==> src/common/bst_pkg.sv <==
package bst_pkg;

   // ----------------------------------------
   // Widths and lengths
   // ----------------------------------------
   localparam int IR_W = 4;
   localparam int ADDR_W = 7;
   localparam int DATA_W = 8;
   localparam int N_PINS = 12;
   localparam int BSR_LEN = 24;
   localparam int DR_W = 32;
   localparam int FIFO_DEPTH = 8;

   // ----------------------------------------
   // Instruction codes
   // ----------------------------------------
   localparam logic [3:0] IR_BYPASS = 4'h0;
   localparam logic [3:0] IR_SAMPLE = 4'h1;
   localparam logic [3:0] IR_IDCODE = 4'h2;
   localparam logic [3:0] IR_USER = 4'h3;
   localparam logic [3:0] IR_CLAMP = 4'h4;
   localparam logic [3:0] IR_HIGHZ = 4'h5;
   localparam logic [3:0] IR_EXTEST = 4'h7;
   localparam logic [3:0] IR_IFACE = 4'h8;
   localparam logic [3:0] IR_REG_RD = 4'h9;
   localparam logic [3:0] IR_REG_WR = 4'ha;
   localparam logic [3:0] IR_CAPTURE = 4'h1;

   // ----------------------------------------
   // Data register lengths per instruction
   // ----------------------------------------
   localparam logic [5:0] LEN_BYPASS = 6'h01;
   localparam logic [5:0] LEN_BSR = 6'h18;
   localparam logic [5:0] LEN_WORD = 6'h20;
   localparam logic [5:0] LEN_REG = 6'h0f;

   // Identity words, values arbitrary
   localparam logic [31:0] ID_WORD = 32'h1234_5671;
   localparam logic [31:0] USER_WORD = 32'h0000_0001;

   // Synchroniser reset level: pull-ups make TCK and TMS idle high
   localparam logic [2:0] SYNC_RST = 3'h3;

   // ----------------------------------------
   // Controller states
   // ----------------------------------------
   typedef enum logic [15:0] {
      ST_TLR = 16'h0001,
      ST_IDLE = 16'h0002,
      ST_SEL_DR = 16'h0004,
      ST_CAP_DR = 16'h0008,
      ST_SH_DR = 16'h0010,
      ST_EX1_DR = 16'h0020,
      ST_PAU_DR = 16'h0040,
      ST_EX2_DR = 16'h0080,
      ST_UPD_DR = 16'h0100,
      ST_SEL_IR = 16'h0200,
      ST_CAP_IR = 16'h0400,
      ST_SH_IR = 16'h0800,
      ST_EX1_IR = 16'h1000,
      ST_PAU_IR = 16'h2000,
      ST_EX2_IR = 16'h4000,
      ST_UPD_IR = 16'h8000
   } bst_state_e;

   // Internal register write request
   typedef struct packed {
      logic [6:0] addr;
      logic [7:0] data;
   } bst_wr_s;

endpackage : bst_pkg

==> src/logic/bst_fifo.sv <==
`timescale 1ns/1ps
`default_nettype none

module bst_fifo #(
   parameter int W = 15,
   parameter int DEPTH = 8
) (
   input wire logic i_sys_clk,
   input wire logic i_sys_rst,
   input wire logic i_valid,
   input wire logic [W-1:0] i_data,
   output logic o_ready,
   output logic o_valid,
   output logic [W-1:0] o_data,
   input wire logic i_ready
);

   localparam int PW = $clog2(DEPTH);

   // ----------------------------------------
   // Parameter check
   // ----------------------------------------
   if (DEPTH < 2 || (1 << PW) != DEPTH || W < 1) begin : g_bad
      $error("bst_fifo: DEPTH must be a power of two, at least 2");
   end

   logic [W-1:0] mem [DEPTH];
   logic [PW-1:0] wr_ptr_reg;
   logic [PW-1:0] rd_ptr_reg;
   logic [PW:0] count_reg;
   wire push = i_valid && o_ready;
   wire pop = o_valid && i_ready;

   // Honest flags from the fill count
   assign o_ready = count_reg != (PW+1)'(DEPTH);
   assign o_valid = count_reg != '0;
   assign o_data = mem[rd_ptr_reg];

   // Storage write
   always_ff @(posedge i_sys_clk) begin
      if (push) begin
         mem[wr_ptr_reg] <= i_data;
      end
   end

   // Pointers and count
   always_ff @(posedge i_sys_clk) begin
      if (i_sys_rst) begin
         wr_ptr_reg <= '0;
         rd_ptr_reg <= '0;
         count_reg <= '0;
      end else begin
         if (push) wr_ptr_reg <= wr_ptr_reg + 1'b1;
         if (pop) rd_ptr_reg <= rd_ptr_reg + 1'b1;
         if (push && !pop) count_reg <= count_reg + 1'b1;
         else if (pop && !push) count_reg <= count_reg - 1'b1;
      end
   end

endmodule : bst_fifo

`default_nettype wire

==> src/logic/bst_tap.sv <==
// Function
// - TCK, TMS, TDI in, TDO out; TDI shifts through selected chain to TDO.
// - All test logic advances only on detected TCK edges, except the write queue and output stage, which drain on the system clock.
// - Static TCK at either level leaves state and registers unchanged.
// - TMS sampled at rising TCK picks next controller state.
// - Five TCK cycles with TMS high reach Test-Logic-Reset from anywhere.
// - Entering Test-Logic-Reset loads the ID code instruction.
// - Code 2 shifts 32-bit ID word, code 3 32-bit user word.
// - Code 8 takes one bit switching host interfaces off or on.
// - Code 9 takes 7-bit address, returns 8-bit register content.
// - Code 10 takes 7-bit address then 8 data bits to write.
// - Each pin has a test cell overriding its normal function.
// - TCK and TMS pulled up: undriven means no clock, TMS high.
// - TDI sampled at rising TCK into instruction or selected data chain.
// - TDO changes at falling TCK, inactive when not shifting.
// - Read: Capture-DR loads current address; Update-DR adopts new address.
// - Interface bit one at Update-DR disables host, enables register access.
`timescale 1ns/1ps
`default_nettype none

module bst_tap (
   input wire logic i_sys_clk,
   input wire logic i_sys_rst,
   input wire logic i_tck,
   input wire logic i_tms,
   input wire logic i_tdi,
   output logic o_tdo,
   output logic o_tdo_oe_n,
   input wire logic [bst_pkg::N_PINS-1:0] i_pin_in,
   input wire logic [bst_pkg::N_PINS-1:0] i_func_out,
   input wire logic [bst_pkg::N_PINS-1:0] i_func_oe_n,
   output logic [bst_pkg::N_PINS-1:0] o_pin_out,
   output logic [bst_pkg::N_PINS-1:0] o_pin_oe_n,
   output logic o_host_if_off,
   output logic [bst_pkg::ADDR_W-1:0] o_rd_addr,
   input wire logic [bst_pkg::DATA_W-1:0] i_rd_data,
   output logic o_wr_valid,
   output logic [bst_pkg::ADDR_W-1:0] o_wr_addr,
   output logic [bst_pkg::DATA_W-1:0] o_wr_data,
   input wire logic i_wr_ready
);

   localparam int NP = bst_pkg::N_PINS;
   localparam int SW = 3 + NP;

   // ----------------------------------------
   // Input synchronisers
   // ----------------------------------------
   logic [SW-1:0] s1_reg;
   logic [SW-1:0] s2_reg;
   logic [SW-1:0] s3_reg;
   logic [SW-1:0] filt_reg;
   logic tck_prev_reg;

   // Three stages, a level counts once stages two and three agree
   // pull-up idle levels
   always_ff @(posedge i_sys_clk) begin
      if (i_sys_rst) begin
         s1_reg <= {{NP{1'b0}}, bst_pkg::SYNC_RST};
         s2_reg <= {{NP{1'b0}}, bst_pkg::SYNC_RST};
         s3_reg <= {{NP{1'b0}}, bst_pkg::SYNC_RST};
         filt_reg <= {{NP{1'b0}}, bst_pkg::SYNC_RST};
         tck_prev_reg <= 1'b1;
      end else begin
         s1_reg <= {i_pin_in, i_tdi, i_tms, i_tck};
         s2_reg <= s1_reg;
         s3_reg <= s2_reg;
         filt_reg <= (s2_reg & s3_reg) | (filt_reg & (s2_reg | s3_reg));
         tck_prev_reg <= filt_reg[0];
      end
   end

   // TCK edge enables
   // only TCK edges advance
   wire tck_f = filt_reg[0];
   wire tms_f = filt_reg[1];
   wire tdi_f = filt_reg[2];
   wire [NP-1:0] pins_f = filt_reg[SW-1:3];
   wire tck_rise = tck_f && !tck_prev_reg;
   wire tck_fall = !tck_f && tck_prev_reg;

   // ----------------------------------------
   // Controller state machine
   // ----------------------------------------
   bst_pkg::bst_state_e state_reg;
   bst_pkg::bst_state_e state_next;

   always_comb begin
      case (state_reg)
         bst_pkg::ST_TLR: state_next = tms_f ? bst_pkg::ST_TLR : bst_pkg::ST_IDLE;
         bst_pkg::ST_IDLE: state_next = tms_f ? bst_pkg::ST_SEL_DR : bst_pkg::ST_IDLE;
         bst_pkg::ST_SEL_DR: state_next = tms_f ? bst_pkg::ST_SEL_IR : bst_pkg::ST_CAP_DR;
         bst_pkg::ST_CAP_DR: state_next = tms_f ? bst_pkg::ST_EX1_DR : bst_pkg::ST_SH_DR;
         bst_pkg::ST_SH_DR: state_next = tms_f ? bst_pkg::ST_EX1_DR : bst_pkg::ST_SH_DR;
         bst_pkg::ST_EX1_DR: state_next = tms_f ? bst_pkg::ST_UPD_DR : bst_pkg::ST_PAU_DR;
         bst_pkg::ST_PAU_DR: state_next = tms_f ? bst_pkg::ST_EX2_DR : bst_pkg::ST_PAU_DR;
         bst_pkg::ST_EX2_DR: state_next = tms_f ? bst_pkg::ST_UPD_DR : bst_pkg::ST_SH_DR;
         bst_pkg::ST_UPD_DR: state_next = tms_f ? bst_pkg::ST_SEL_DR : bst_pkg::ST_IDLE;
         bst_pkg::ST_SEL_IR: state_next = tms_f ? bst_pkg::ST_TLR : bst_pkg::ST_CAP_IR;
         bst_pkg::ST_CAP_IR: state_next = tms_f ? bst_pkg::ST_EX1_IR : bst_pkg::ST_SH_IR;
         bst_pkg::ST_SH_IR: state_next = tms_f ? bst_pkg::ST_EX1_IR : bst_pkg::ST_SH_IR;
         bst_pkg::ST_EX1_IR: state_next = tms_f ? bst_pkg::ST_UPD_IR : bst_pkg::ST_PAU_IR;
         bst_pkg::ST_PAU_IR: state_next = tms_f ? bst_pkg::ST_EX2_IR : bst_pkg::ST_PAU_IR;
         bst_pkg::ST_EX2_IR: state_next = tms_f ? bst_pkg::ST_UPD_IR : bst_pkg::ST_SH_IR;
         bst_pkg::ST_UPD_IR: state_next = tms_f ? bst_pkg::ST_SEL_DR : bst_pkg::ST_IDLE;
         default: state_next = bst_pkg::ST_TLR;
      endcase
   end

   // state moves only on a rising edge
   always_ff @(posedge i_sys_clk) begin
      if (i_sys_rst) state_reg <= bst_pkg::ST_TLR;
      else if (tck_rise) state_reg <= state_next;
   end

   // State decodes
   wire in_tlr = state_reg == bst_pkg::ST_TLR;
   wire cap_dr = state_reg == bst_pkg::ST_CAP_DR;
   wire sh_dr = state_reg == bst_pkg::ST_SH_DR;
   wire upd_dr = state_reg == bst_pkg::ST_UPD_DR;
   wire cap_ir = state_reg == bst_pkg::ST_CAP_IR;
   wire sh_ir = state_reg == bst_pkg::ST_SH_IR;
   wire upd_ir = state_reg == bst_pkg::ST_UPD_IR;

   // ----------------------------------------
   // Instruction register
   // ----------------------------------------
   logic [bst_pkg::IR_W-1:0] ir_reg;
   logic [bst_pkg::IR_W-1:0] ir_sh_reg;

   always_ff @(posedge i_sys_clk) begin
      if (i_sys_rst) begin
         ir_reg <= bst_pkg::IR_IDCODE;
         ir_sh_reg <= '0;
      end else if (in_tlr) begin
         ir_reg <= bst_pkg::IR_IDCODE;
      end else if (tck_rise) begin
         if (cap_ir) ir_sh_reg <= bst_pkg::IR_CAPTURE;
         if (sh_ir) ir_sh_reg <= {tdi_f, ir_sh_reg[bst_pkg::IR_W-1:1]};
         if (upd_ir) ir_reg <= ir_sh_reg;
      end
   end

   // Instruction decodes
   wire i_bsr = ir_reg == bst_pkg::IR_SAMPLE || ir_reg == bst_pkg::IR_EXTEST;
   wire i_id = ir_reg == bst_pkg::IR_IDCODE;
   wire i_user = ir_reg == bst_pkg::IR_USER;
   wire i_if = ir_reg == bst_pkg::IR_IFACE;
   wire i_rd = ir_reg == bst_pkg::IR_REG_RD;
   wire i_wr = ir_reg == bst_pkg::IR_REG_WR;
   wire i_drive = ir_reg == bst_pkg::IR_EXTEST || ir_reg == bst_pkg::IR_CLAMP;
   wire i_float = ir_reg == bst_pkg::IR_HIGHZ;

   // unlisted codes fall through to the bypass length
   // clamp and high-impedance use the bypass bit
   wire [5:0] dr_len = i_bsr ? bst_pkg::LEN_BSR :
                       (i_id || i_user) ? bst_pkg::LEN_WORD :
                       (i_rd || i_wr) ? bst_pkg::LEN_REG : bst_pkg::LEN_BYPASS;

   // ----------------------------------------
   // Data register and pin cells
   // ----------------------------------------
   logic [bst_pkg::DR_W-1:0] dr_reg;
   logic [bst_pkg::BSR_LEN-1:0] bsr_upd_reg;
   logic [bst_pkg::ADDR_W-1:0] addr_reg;
   logic iface_off_reg;
   logic [bst_pkg::BSR_LEN-1:0] bsr_cap;
   wire [NP-1:0] cell_data;
   wire [NP-1:0] cell_ctrl;

   // data cell at even position, control cell above it
   for (genvar k = 0; k < NP; k++) begin : g_cell
      assign bsr_cap[2*k] = pins_f[k];
      assign bsr_cap[2*k+1] = ~i_func_oe_n[k];
      assign cell_data[k] = bsr_upd_reg[2*k];
      assign cell_ctrl[k] = bsr_upd_reg[2*k+1];
   end

   // Capture values by instruction
   // pins, words, read data over address
   wire [bst_pkg::DR_W-1:0] dr_cap =
      i_bsr ? {8'h00, bsr_cap} :
      i_id ? bst_pkg::ID_WORD :
      i_user ? bst_pkg::USER_WORD :
      i_rd ? {17'h00000, (iface_off_reg ? i_rd_data : 8'h00), addr_reg} : 32'h0000_0000;

   // TDI enters at the top of the selected length
   wire [bst_pkg::DR_W-1:0] top_bit = 32'h0000_0001 << (dr_len - 6'h01);
   wire [bst_pkg::DR_W-1:0] dr_shift = ((dr_reg >> 1) & ~top_bit) | (tdi_f ? top_bit : 32'h0000_0000);

   // Data register walk through capture, shift and update
   always_ff @(posedge i_sys_clk) begin
      if (i_sys_rst || in_tlr) begin
         dr_reg <= '0;
         iface_off_reg <= 1'b0;
      end else if (tck_rise) begin
         if (cap_dr) dr_reg <= dr_cap;
         if (sh_dr) dr_reg <= dr_shift;
         if (upd_dr && i_if) iface_off_reg <= dr_reg[0];
      end
   end

   // Update latches: boundary cells and current address
   // preload and drive values, new address
   always_ff @(posedge i_sys_clk) begin
      if (i_sys_rst) begin
         bsr_upd_reg <= '0;
         addr_reg <= '0;
      end else if (tck_rise && upd_dr) begin
         if (i_bsr) bsr_upd_reg <= dr_reg[bst_pkg::BSR_LEN-1:0];
         if (i_rd && iface_off_reg) addr_reg <= dr_reg[bst_pkg::ADDR_W-1:0];
      end
   end

   // Pin drive: test cells override normal function
   // clamp and extest drive, high-z floats
   always_ff @(posedge i_sys_clk) begin
      if (i_sys_rst) begin
         o_pin_out <= '0;
         o_pin_oe_n <= '1;
      end else begin
         o_pin_out <= i_drive ? cell_data : i_func_out;
         o_pin_oe_n <= i_float ? '1 : i_drive ? ~cell_ctrl : i_func_oe_n;
      end
   end

   // ----------------------------------------
   // Register write path
   // ----------------------------------------
   logic pend_reg;
   bst_pkg::bst_wr_s pend_data_reg;
   bst_pkg::bst_wr_s fifo_out;
   wire fifo_in_ready;
   wire fifo_out_valid;
   wire out_take = !o_wr_valid || i_wr_ready;
   // capture at Capture-DR takes the address and data shifted in by the previous scan
   wire wr_cap = tck_rise && cap_dr && i_wr && iface_off_reg && !pend_reg;

   // Pending request waits for FIFO room; a new one is refused meanwhile
   always_ff @(posedge i_sys_clk) begin
      if (i_sys_rst) begin
         pend_reg <= 1'b0;
         pend_data_reg <= '0;
      end else if (wr_cap) begin
         pend_reg <= 1'b1;
         pend_data_reg <= {dr_reg[bst_pkg::ADDR_W-1:0], dr_reg[14:7]};
      end else if (fifo_in_ready) begin
         pend_reg <= 1'b0;
      end
   end

   // Write request queue
   bst_fifo #(
      .W($bits(bst_pkg::bst_wr_s)),
      .DEPTH(bst_pkg::FIFO_DEPTH)
   ) u_fifo (
      .i_sys_clk(i_sys_clk),
      .i_sys_rst(i_sys_rst),
      .i_valid(pend_reg),
      .i_data(pend_data_reg),
      .o_ready(fifo_in_ready),
      .o_valid(fifo_out_valid),
      .o_data(fifo_out),
      .i_ready(out_take)
   );

   // Output stage of the write port
   always_ff @(posedge i_sys_clk) begin
      if (i_sys_rst) begin
         o_wr_valid <= 1'b0;
         o_wr_addr <= '0;
         o_wr_data <= '0;
      end else if (out_take) begin
         o_wr_valid <= fifo_out_valid;
         o_wr_addr <= fifo_out.addr;
         o_wr_data <= fifo_out.data;
      end
   end

   // ----------------------------------------
   // TDO and status outputs
   // ----------------------------------------
   // TDO moves on falling TCK, released when idle
   always_ff @(posedge i_sys_clk) begin
      if (i_sys_rst) begin
         o_tdo <= 1'b0;
         o_tdo_oe_n <= 1'b1;
         o_host_if_off <= 1'b0;
         o_rd_addr <= '0;
      end else begin
         o_host_if_off <= iface_off_reg;
         o_rd_addr <= addr_reg;
         if (tck_fall) begin
            o_tdo <= sh_ir ? ir_sh_reg[0] : sh_dr ? dr_reg[0] : 1'b0;
            o_tdo_oe_n <= !(sh_ir || sh_dr);
         end
      end
   end

   // ----------------------------------------
   // Assertions
   // ----------------------------------------
   logic [2:0] tms_cnt_reg;

   // Count rising edges with TMS high, saturating at five
   always_ff @(posedge i_sys_clk) begin
      if (i_sys_rst) tms_cnt_reg <= '0;
      else if (tck_rise) tms_cnt_reg <= !tms_f ? 3'h0 : (tms_cnt_reg == 3'h5) ? 3'h5 : tms_cnt_reg + 3'h1;
   end

   five_tms_a: assert property (@(posedge i_sys_clk) disable iff (i_sys_rst)
      tms_cnt_reg == 3'h5 |-> state_reg == bst_pkg::ST_TLR)
      else $error("five TMS high did not reach reset state");

   tlr_ir_a: assert property (@(posedge i_sys_clk) disable iff (i_sys_rst)
      tck_rise && state_next == bst_pkg::ST_TLR |=> ##1 ir_reg == bst_pkg::IR_IDCODE)
      else $error("instruction not ID code after reset state");

   static_hold_a: assert property (@(posedge i_sys_clk) disable iff (i_sys_rst)
      !tck_rise && !in_tlr |=> $stable(state_reg) && $stable(ir_reg) && $stable(dr_reg))
      else $error("state changed without TCK edge");

   tms_step_a: assert property (@(posedge i_sys_clk) disable iff (i_sys_rst)
      tck_rise && state_reg == bst_pkg::ST_IDLE && tms_f |=> state_reg == bst_pkg::ST_SEL_DR)
      else $error("TMS high from idle did not select DR");

   bypass_a: assert property (@(posedge i_sys_clk) disable iff (i_sys_rst)
      tck_rise && sh_dr && ir_reg == bst_pkg::IR_BYPASS |=> dr_reg[0] == $past(tdi_f))
      else $error("bypass bit did not take TDI");

   tdo_edge_a: assert property (@(posedge i_sys_clk) disable iff (i_sys_rst)
      !tck_fall |=> $stable(o_tdo) && $stable(o_tdo_oe_n))
      else $error("TDO changed away from falling TCK");

   tdo_idle_a: assert property (@(posedge i_sys_clk) disable iff (i_sys_rst)
      tck_fall && !sh_dr && !sh_ir |=> o_tdo_oe_n)
      else $error("TDO driven while not shifting");

   iface_upd_a: assert property (@(posedge i_sys_clk) disable iff (i_sys_rst)
      tck_rise && upd_dr && i_if |=> ##1 o_host_if_off == $past(dr_reg[0], 2))
      else $error("interface switch not taken at update");

   addr_upd_a: assert property (@(posedge i_sys_clk) disable iff (i_sys_rst)
      tck_rise && upd_dr && i_rd && iface_off_reg |=> addr_reg == $past(dr_reg[6:0]))
      else $error("read address not adopted at update");

endmodule : bst_tap

`default_nettype wire

==> config.mk <==
export PLATFORM = sky130hd
export DESIGN_NAME = bst_tap
export DESIGN_NICKNAME = d
export VERILOG_FILES = /design/src/common/bst_pkg.sv /design/src/logic/bst_fifo.sv /design/src/logic/bst_tap.sv
export SDC_FILE = /design/constraint.sdc
export NUM_CORES = 1
export LEC_CHECK = 0
export BUFFER_PORTS_ARGS = -buffer_cell sky130_fd_sc_hd__clkbuf_2
export CAP_MARGIN = 20
export CORE_MARGIN = 2
export CORE_UTILIZATION = 50
export CTS_BUF_LIST = sky130_fd_sc_hd__clkbuf_8
export CTS_CLUSTER_SIZE = 8
export DETAILED_ROUTE_END_ITERATION = 8
export GPL_ROUTABILITY_DRIVEN = 0
export PLACE_DENSITY = 0.68
export RECOVER_POWER = 25
export SYNTH_ARGS = -nofsm -noshare
export SYNTH_HDL_FRONTEND = slang
export SYNTH_HIERARCHICAL = 1
export SYNTH_SLANG_ARGS = --single-unit
==> constraint.sdc <==
create_clock -name i_sys_clk -period 3.43 [get_ports i_sys_clk]
set_input_delay 0.1715 -clock i_sys_clk [delete_from_list [all_inputs] [get_ports i_sys_clk]]
set_output_delay 0.1715 -clock i_sys_clk [all_outputs]
set_load 0.01 [all_outputs]
### Word level (Yosys, flattened, before mapping)

Memory sizes are Yosys's and may differ from the RTL's. A register that Yosys moved wholly into a read port is not among the register bits.
Cells that the tools add are included.

| cells by class | value |
|---|---|
| reductions and logical operators | 43 |
| mux-type cells | 36 |
| equal/unequal tests | 26 |
| shift-type cells | 1 |
| bitwise logic cells | 21 |
| add/sub/neg operators | 5 |

Operator list:

| operator | number |
|---|---|
| 16-bit one-hot mux with 12 select lines | 1 |
| 32-bit two-way mux | 3 |
| 29-bit two-way mux | 2 |
| 15-bit two-way mux | 3 |
| 31-bit by 32-bit bitwise AND with 32-bit output | 1 |
| 16-bit two-way mux | 2 |
| 32-bit NOT | 1 |
| 32-bit bitwise OR | 1 |
| 1-bit by 6-bit << shifter with 32-bit output, first input constant | 1 |
| 15-bit bitwise AND | 2 |
| 15-bit bitwise OR | 2 |
| 12-bit two-way mux | 2 |
| 4-bit two-way mux | 5 |
| 6-bit two-way mux | 3 |
| 9-bit two-way mux | 2 |
| 16-bit by 1-bit equality test with 1-bit output, second input constant | 1 |
| 16-bit by 10-bit equality test with 1-bit output, second input constant | 1 |
| 16-bit by 11-bit equality test with 1-bit output, second input constant | 1 |
| 16-bit by 12-bit equality test with 1-bit output, second input constant | 1 |
| 16-bit by 13-bit equality test with 1-bit output, second input constant | 1 |
| 16-bit by 14-bit equality test with 1-bit output, second input constant | 1 |
| 16-bit by 15-bit equality test with 1-bit output, second input constant | 1 |
| 16-bit equality test, second input constant | 1 |
| 16-bit by 2-bit equality test with 1-bit output, second input constant | 1 |
| other kinds (34) | 92 |

| storage, ports and cells | value |
|---|---|
| word-level logic and storage cells | 158 |
| input bits | 50 |
| memories | 1 |
| bits in registers | 210 |
| output and inout bits | 50 |
| bits in writable memories | 120 |

Memories:

| name | words | width | rd ports | clocked after memory_dff | wr ports | RTL line | text |
|---|---|---|---|---|---|---|---|
| u_fifo.mem | 8 | 15 | 1 | 1 | 1 | bst_fifo.sv:27 | `logic [W-1:0] mem [DEPTH];` |

### Longest topological paths before layout

Gate-level depths: netlist (run 1).

| logic depth | value |
|---|---|
| word-level depth | 11 |
| gate-level depth with buffers | 12 |
| gate-level depth less buffers | 10 |

### Cells and area by module

Netlist (run 1), hierarchy kept.

By module, submodules not included:

| module | seq. area each (um^2) | cells each | times used | area an instance (um^2) |
|---|---|---|---|---|
| bst_tap | 4,304.1 | 942 | 1 | 8,152.8 |
| bst_fifo | 3,863.7 | 246 | 1 | 5,266.3 |

### Worst setup path before layout (run 1)

OpenSTA, ideal clock, no wires.

| path | value |
|---|---|
| path kind | reg2reg |
| start point | register u_fifo.count_reg[0] |
| end point | memory u_fifo.mem[0][0] (enable) |
| arrival time | 2.227 ns |
| path buffers | 1 |
| stages on the path, launching flop included | 5 |
| slack | 0.777 ns |
| setup time | 0.426 ns |
| clock period less this slack | 2.653 ns |
| data required time | 3.004 ns |
| cells stage by stage | dfxtp_1 or4b_1 buf_2 nand2_4 nor4_1 |

| between the ends | value |
|---|---|
| word-level cells in the longest chain between the ends | 4 |

Ends and longest elaborated chain:

| what | RTL line | text |
|---|---|---|
| from (decl) | bst_fifo.sv:30 | `logic [PW:0] count_reg;` |
| from (signal assigned) | bst_fifo.sv:55 | `if (push && !pop) count_reg <= count_reg + 1'b1;` |
| from (signal assigned) | bst_fifo.sv:56 | `else if (pop && !push) count_reg <= count_reg - 1'b1;` |
| 4-bit inequality test | bst_fifo.sv:35 | `assign o_ready = count_reg != (PW+1)'(DEPTH);` |
| via fifo_in_ready | bst_tap.sv:233 | `wire fifo_in_ready;` |
| 1-bit logical AND | bst_fifo.sv:31 | `wire push = i_valid && o_ready;` |
| 1-bit two-way mux | bst_fifo.sv:41 | `if (push) begin` |
| 1-bit two-way mux (implied by the code) | bst_fifo.sv:42 | `mem[wr_ptr_reg] <= i_data;` |
| to (decl) | bst_fifo.sv:27 |  |

The timed path passes the listed nets, and every way through them passes these cells.

### Worst setup path after layout (run 1)

| path | value |
|---|---|
| start point | register u_fifo.count_reg[1] |
| end point | register u_fifo.count_reg[3] |

| between the ends | value |
|---|---|
| word-level cells in the longest chain between the ends | 5 |
| elaborated cells between the ends (all ways) | 13 |
| those cells by class | add/sub: 2; eq/ne: 1; mux: 2; reduce/logical: 8 |

Ends and longest elaborated chain:

| what | RTL line |
|---|---|
| 4-bit inequality test * | bst_fifo.sv:35 |
| via fifo_in_ready | bst_tap.sv:233 |
| 1-bit logical AND * | bst_fifo.sv:31 |
| via u_fifo.push | bst_fifo.sv:31 |
| 1-bit zero test | bst_fifo.sv:56 |
| 1-bit logical AND | bst_fifo.sv:56 |
| 2-bit nonzero test (no source line) | - |

Mark *: on every way through the listed nets, which the timed path passes. The rest lies on a longest branch. The select of a mux whose other input is x is not followed.
A chain may end at the register's enable or synchronous reset.

==> qor.csv, run 1 <==
metric,value,unit
crit_required,3.88,ns
clock_power_share,0.367,
cts_setup_buffers,0,
cts_tree,done,
fin_nets,1380,
slowest_delay,0.68,ns
multi_input_area,4920,sq um
antenna_found_initial,0,
tightest_slew,1.07,ns
hold_buffers,40,
fin_crit,2.88,ns
cp_top_family,simple AND/OR/NAND/NOR gates,
drc,0,
yosys-top-cells-area,"dfxtp_1, edfxtp_1, mux4_1",
use_met3,0.0336,
holdPathStages,5,
worstHoldStart,i_rd_data[7],
grt_overflow,0,
maxSlewViolCount,0,
grt_pass1_wl,45.7,mm
grtUsageTotal,0.202,
crit_arrival,3.34,ns
yosysTopAreaCellShare,0.340,
yosysTopAreaCell,dfxtp_1,
busiest_layer,met2,
routed_wl,28.5,mm
seq_area_frac_synth,0.609,
dieArea,28200,sq um
power.internal,6.59,mW
syn_nets,1244,
seq_area,8170,sq um
path_clk_slew,0.06,ns
hold_end,dr_reg[14]$_SDFFE_PP0P_,
finalSetupViolCount,0,
syn_area,13400,sq um
end_kind,register,
ios,100,
synthFlopType,dfxtp_1,
p_sw_frac,0.243,
path_buf_inv,2,
hold_class,in -> reg,
clock.fmax,0.347,GHz
worstSkewPairLatency,0.59,ns
detailroute.via_count,9219,
seqPwrFrac,0.512,
coreArea,26200,sq um
p_per_area,558,nW/um^2
path_class,reg -> reg,
fin_skew,0.0334,ns
finalSetupTns,0,ns
rr_endpoint,u_fifo/count_reg[3]$_SDFFE_PP0P_,
p_leak,5.86,nW
power_switching,2.11,mW
wl_per_cell,16.8,microns
synth_cell_types,60,
htreeDepth,2,
use_met2,0.343,
holdWs,0.0498,ns
gr-usage-met1,0.265,
finalCritPeriodShare,0.841,
worstPathMaxFanout,7,
drt_pass1_iterations,5,
viasPerCell,5.43,
cts_buffer_depth,3,
synthArstFlopShare,0,
relSlewSlack,0.280,
r2r_slack,0.55,ns
ys_warn_count,6,
status,completed,
final_hold_viol_count,0,
critPathLaunchType,register,
r2r_cells,10,
grt_pass1_vias,8716,
first_iter_violations,527,
syn_to_final_growth,16.3,%
ys_seq_elements,348,
synth-edff-count,120,
power,8.70,mW
ant_nets,0,
critPathSlowestCell,or4b_1,
drv_cap,0,
post_cts_resized,0,
avgSynthCellArea,11.3,sq um
num_rows,59,
combPwrFrac,0.121,
syn_inst,1188,
largest_register_ffs,120,
rsz0062_at_grt,false,
die_w,168,microns
cts-root-buf,clkbuf_8,
layout-drive-gt1-share,0.169,
start_util,0.512,
diodes,0,
grt_max_degree,75,
portBuffers,99,
dp_hpwl,18.0,mm
die_y,168,microns
cts_buffers,55,
ir_worst_vdd,0.363,mV
cp_cell_sequence,or4b_1 -> nand2_4 -> inv_1 -> ha_1 -> inv_1 -> ha_1 -> a21oi_1 -> a211oi_1 -> a31oi_1 -> mux2_2,
fillers,2154,
cts.sinks,348,
reg2reg_from,u_fifo/count_reg[1]$_SDFFE_PP0P_,
==> metrics by stage <==
| stage | utilization | std cells | setup slack, ns | cell area (sq um) |
|---|---|---|---|---|
| finish | 0.595 | 1699 | 0.547 | 15600 |
| global route | 0.595 | 1699 | 0.386 | 15600 |
| CTS | 0.596 | 1699 | 0.560 | 15600 |
| detailed placement | 0.541 | 1562 | 0.589 | 14200 |
| global placement | 0.541 | 1562 | 0.660 | 14200 |
| floorplan | - | 1188 | 0.777 | 13400 |
==> power by group through the flow <==
stage          sequential (mW)  combinational (mW)  clock, mW
3_5_place_dp              4.55                1.02          0
6_report                  4.45                1.06       3.19
4_1_cts                   4.46                1.07       3.28
2_1_floorplan             4.56               0.748          0
5_1_grt                   4.47                1.16       3.46
3_3_place_gp              4.54                1.01          0
==> cells by family after synthesis <==
logic type      count (synthesis)  share of synthesized area
xor+xnor                       17                     0.0111
buf+inv                        87                     0.0283
simple gates                  436                      0.156
fa+ha+maj                       6                    0.00615
mux                            78                     0.0961
compound gates                216                     0.0942
flops                         348                      0.609
==> worst max-delay path by stage <==
stage                                                 from                          endpoint  slack [ns]  cells past startpoint
after global routing      u_fifo/count_reg[1]$_SDFFE_PP0P_  u_fifo/count_reg[3]$_SDFFE_PP0P_        0.39                     10
after floorplan           u_fifo/count_reg[0]$_SDFFE_PP0P_        u_fifo/mem[0][0]$_DFFE_PP_        0.78                      4
final                     u_fifo/count_reg[1]$_SDFFE_PP0P_  u_fifo/count_reg[3]$_SDFFE_PP0P_        0.55                     10
after CTS                 u_fifo/count_reg[1]$_SDFFE_PP0P_  u_fifo/count_reg[3]$_SDFFE_PP0P_        0.56                     10
after global placement    u_fifo/count_reg[1]$_SDFFE_PP0P_  u_fifo/count_reg[3]$_SDFFE_PP0P_        0.66                     10
after detailed placement  u_fifo/count_reg[1]$_SDFFE_PP0P_  u_fifo/count_reg[3]$_SDFFE_PP0P_        0.59                     10
==> cell usage after synthesis, types with 3 or more instances <==
master       n
a211oi_1    11
a21oi_1    109
a221oi_1     4
a22oi_1      9
a31oi_1      9
and3_1       4
buf_2       12
buf_6        4
clkbuf_1    60
dfxtp_1    228
edfxtp_1   120
ha_1         5
inv_1        7
mux2_2      17
mux2i_1     31
mux4_1      30
nand2_1    160
nand2b_1     8
nand3_1     25
nand4_1      6
nor2_1     105
nor2b_1     54
nor3_1      29
nor4_1       5
nor4_2       3
nor4b_1      6
o211ai_1    16
o21ai_0     38
o2bb2ai_1    3
or2_2       10
or3_1        3
or4_1        4
xnor2_1      7
xor2_1      10
==> final cells by class <==
cell class / instances / share of cell area
sequential: 348 / 0.523
multi-input combinational: 753 / 0.316
timing repair buffer: 159 / 0.0672
clock buffer: 63 / 0.0556
tap: 335 / 0.0269
clock inverter: 34 / 0.00970
inverter: 7 / 0.00168
==> routing by layer <==
metal  up-vias  part of all wire
met2       234              0.49
met4         0             0.023
met3        58             0.045
met1      4387              0.44
li1       4540                 -
met5         -                 0
==> worst register-to-register path: cells and delay by family, from the launching register on <==
kind | cells | cell delay, ns
AO/OA/AOI/OAI | 3 | 0.47
adder cells (fa/ha/maj) | 2 | 0.50
buffers and inverters | 2 | 0.20
flip-flops | 1 | 0.37
multiplexers | 1 | 0.34
AND/OR/NAND/NOR | 2 | 0.89
==> cells in the final DEF, fill, tap and decap left out, types with 11 or more instances in the layout <==
master and count:
buf_4 20, edfxtp_1 120, nor3_1 25, dfxtp_1 228
o211ai_1 16, mux2_2 17, nor2_1 102, a211oi_1 11
clkbuf_8 63, o21ai_0 38, nand2_1 160, clkbuf_2 95
mux4_1 30, inv_1 34, mux2i_1 31, a21oi_1 109
dlygate4sd3_1 40, nor2b_1 54, nand3_1 25
(Power assumes the default switching activity.)
==> run 2, diff against run 1 <==
==> constraint.sdc (replaced) <==
create_clock -name i_sys_clk -period 2.7 [get_ports i_sys_clk]
set_input_delay 0.135 -clock i_sys_clk [delete_from_list [all_inputs] [get_ports i_sys_clk]]
set_output_delay 0.135 -clock i_sys_clk [all_outputs]
set_load 0.01 [all_outputs]
==> run 2 against run 1 <==
The flow now finishes with violations (max-capacitance violations, max-slew violations). Sequential share of layout area is 0.66 points lower. Global-route usage is 0.10 points higher. Flip-flop and latch count stayed put. Via count is 1.1% higher. Non-clock buffer count is 20 higher. Clock-buffer cell count is 3 higher. First-iteration DRC count is 0.95% lower. Critical path type unchanged. Largest cell class unchanged. Largest power group unchanged.
==> qor.csv, run 2 (same netlist as run 1, synthesis figures left out) <==
metric,value,unit
fin_crit,2.58,ns
rsz0062_at_grt,false,
tightest_slew,1.87,ns
r2r_slack,0.12,ns
finalCritPeriodShare,0.957,
grt_overflow,0,
crit_required,3.16,ns
relSlewSlack,-0.249,
worstPathMaxFanout,5,
dieArea,28200,sq um
finalSetupViolCount,0,
endpoint,u_fifo/count_reg[3]$_SDFFE_PP0P_,
ir_worst_vdd,0.439,mV
cp-startpoint,u_fifo/count_reg[1]$_SDFFE_PP0P_,
die_y,168,microns
clock.fmax,0.387,GHz
met2_length,14.2,mm
routed_wl,28.7,mm
cts_setup_buffers,0,
start_util,0.512,
ios,100,
num_rows,59,
worstSkewPairLatency,0.59,ns
grtUsageTotal,0.203,
route.met3.wl,1.36,mm
largest_register_ffs,120,
fin_skew,0.0207,ns
wl_met1,12.6,mm
end_kind,register,
detailroute.via_count,9321,
fin_nets,1401,
coreArea,26200,sq um
viasPerCell,5.41,
path_class,reg -> reg,
dp_hpwl,17.8,mm
drc,0,
wl_per_cell,16.7,microns
layout-drive-gt1-share,0.183,
grt_max_degree,92,
critPathLaunchType,register,
r2r_cells,9,
status,finished with violations,
cts_buffers,56,
ant_nets,0,
reg2reg_from,u_fifo/count_reg[1]$_SDFFE_PP0P_,
cts_tree,done,
htreeDepth,2,
first_iter_violations,522,
highest_layer,met4,
drv_cap,1,
finalSetupTns,0,ns
final_common_cell,dfxtp_1,
antenna_found_initial,0,
post-route-util,0.603,
drt_pass1_iterations,5,
maxSlewViolCount,92,
syn_to_final_growth,17.8,%
violations,"max-capacitance violations, max-slew violations",
final_hold_viol_count,0,
p_per_area,708,nW/um^2
grt_pass1_wl,45.8,mm
crit_arrival,3.04,ns
cts_buffer_depth,3,
cts.sinks,348,
cts-root-buf,clkbuf_8,
hold_class,in -> reg,
grt_pass1_vias,8876,
portBuffers,99,
p_leak,5.99,nW
final_cell_mix,"dfxtp_1, nand2_1, edfxtp_1, a21oi_1, nor2_1",
diodes,0,
holdWs,0.0361,ns
die_w,168,microns
path_clk_slew,0.06,ns
rr_endpoint,u_fifo/count_reg[3]$_SDFFE_PP0P_,
run 2: worst min path at each step:
stage	start	end	slack (ns)	cells after the start
global route	i_wr_ready	o_wr_data[4]$_SDFFE_PP0P_	0.04	5
floorplan	i_tck	s1_reg[0]$_SDFF_PP1_	0.24	1
global placement	i_tck	s1_reg[0]$_SDFF_PP1_	0.32	2
finish	i_wr_ready	o_wr_data[6]$_SDFFE_PP0P_	0.04	5
detailed placement	i_tms	s1_reg[1]$_SDFF_PP1_	0.32	2
CTS	i_wr_ready	o_wr_data[1]$_SDFFE_PP0P_	0.006	5
run 2: critical path, stage by stage, from the launching register on:
cell,delay [ns]
dfxtp_2,0.35
or4_4,0.57
nand2_2,0.12
ha_1,0.19
inv_2,0.07
ha_1,0.33
a21oi_2,0.18
a211oi_1,0.09
a31oi_1,0.20
mux2_2,0.35
run 2: metal layers:
metal / GRT usage / up-vias
li1: - / 4586
met1: 0.261 / 4457
met2: 0.349 / 236
met3: 0.0374 / 42
met4: 0.0654 / 0
met5: 0 / -
run 2: through the flow:
stage | instance area (sq um) | worst slack (ns) | total power, mW | std cells
4_1_cts | 15800 | 0.00248 | 11.3 | 1722
6_report | 15800 | 0.117 | 11.2 | 1722
2_1_floorplan | 13400 | 0.0475 | 6.75 | 1188
5_1_grt | 15800 | 0.0104 | 11.7 | 1722
3_5_place_dp | 14300 | -0.0168 | 7.08 | 1578
3_3_place_gp | 14300 | 0.107 | 7.06 | 1578
run 2: layout make-up:
type                            instances  area (sq um)
Fill cell                            2110         10400
Multi-Input combinational cell        753          4910
Inverter                                7          26.3
Sequential cell                       348          8170
Timing Repair Buffer                  179          1230
Clock buffer                           66           908
Tap cell                              335           419
Clock inverter                         34           148
run 2: repair_timing:
action / in CTS / in global routing
hold buffers: 44 / 0
setup endpoints to repair: 1 / 1
gates resized for setup: 1 / 3
hold endpoints to repair: 49 / 0
run 2: power by group:
group          switching [mW]  internal [mW]  total (mW)
clock network            1.95           2.21        4.16
logic                   0.659          0.717        1.38
registers              0.0968           5.56        5.66
total                    2.70           8.49        11.2
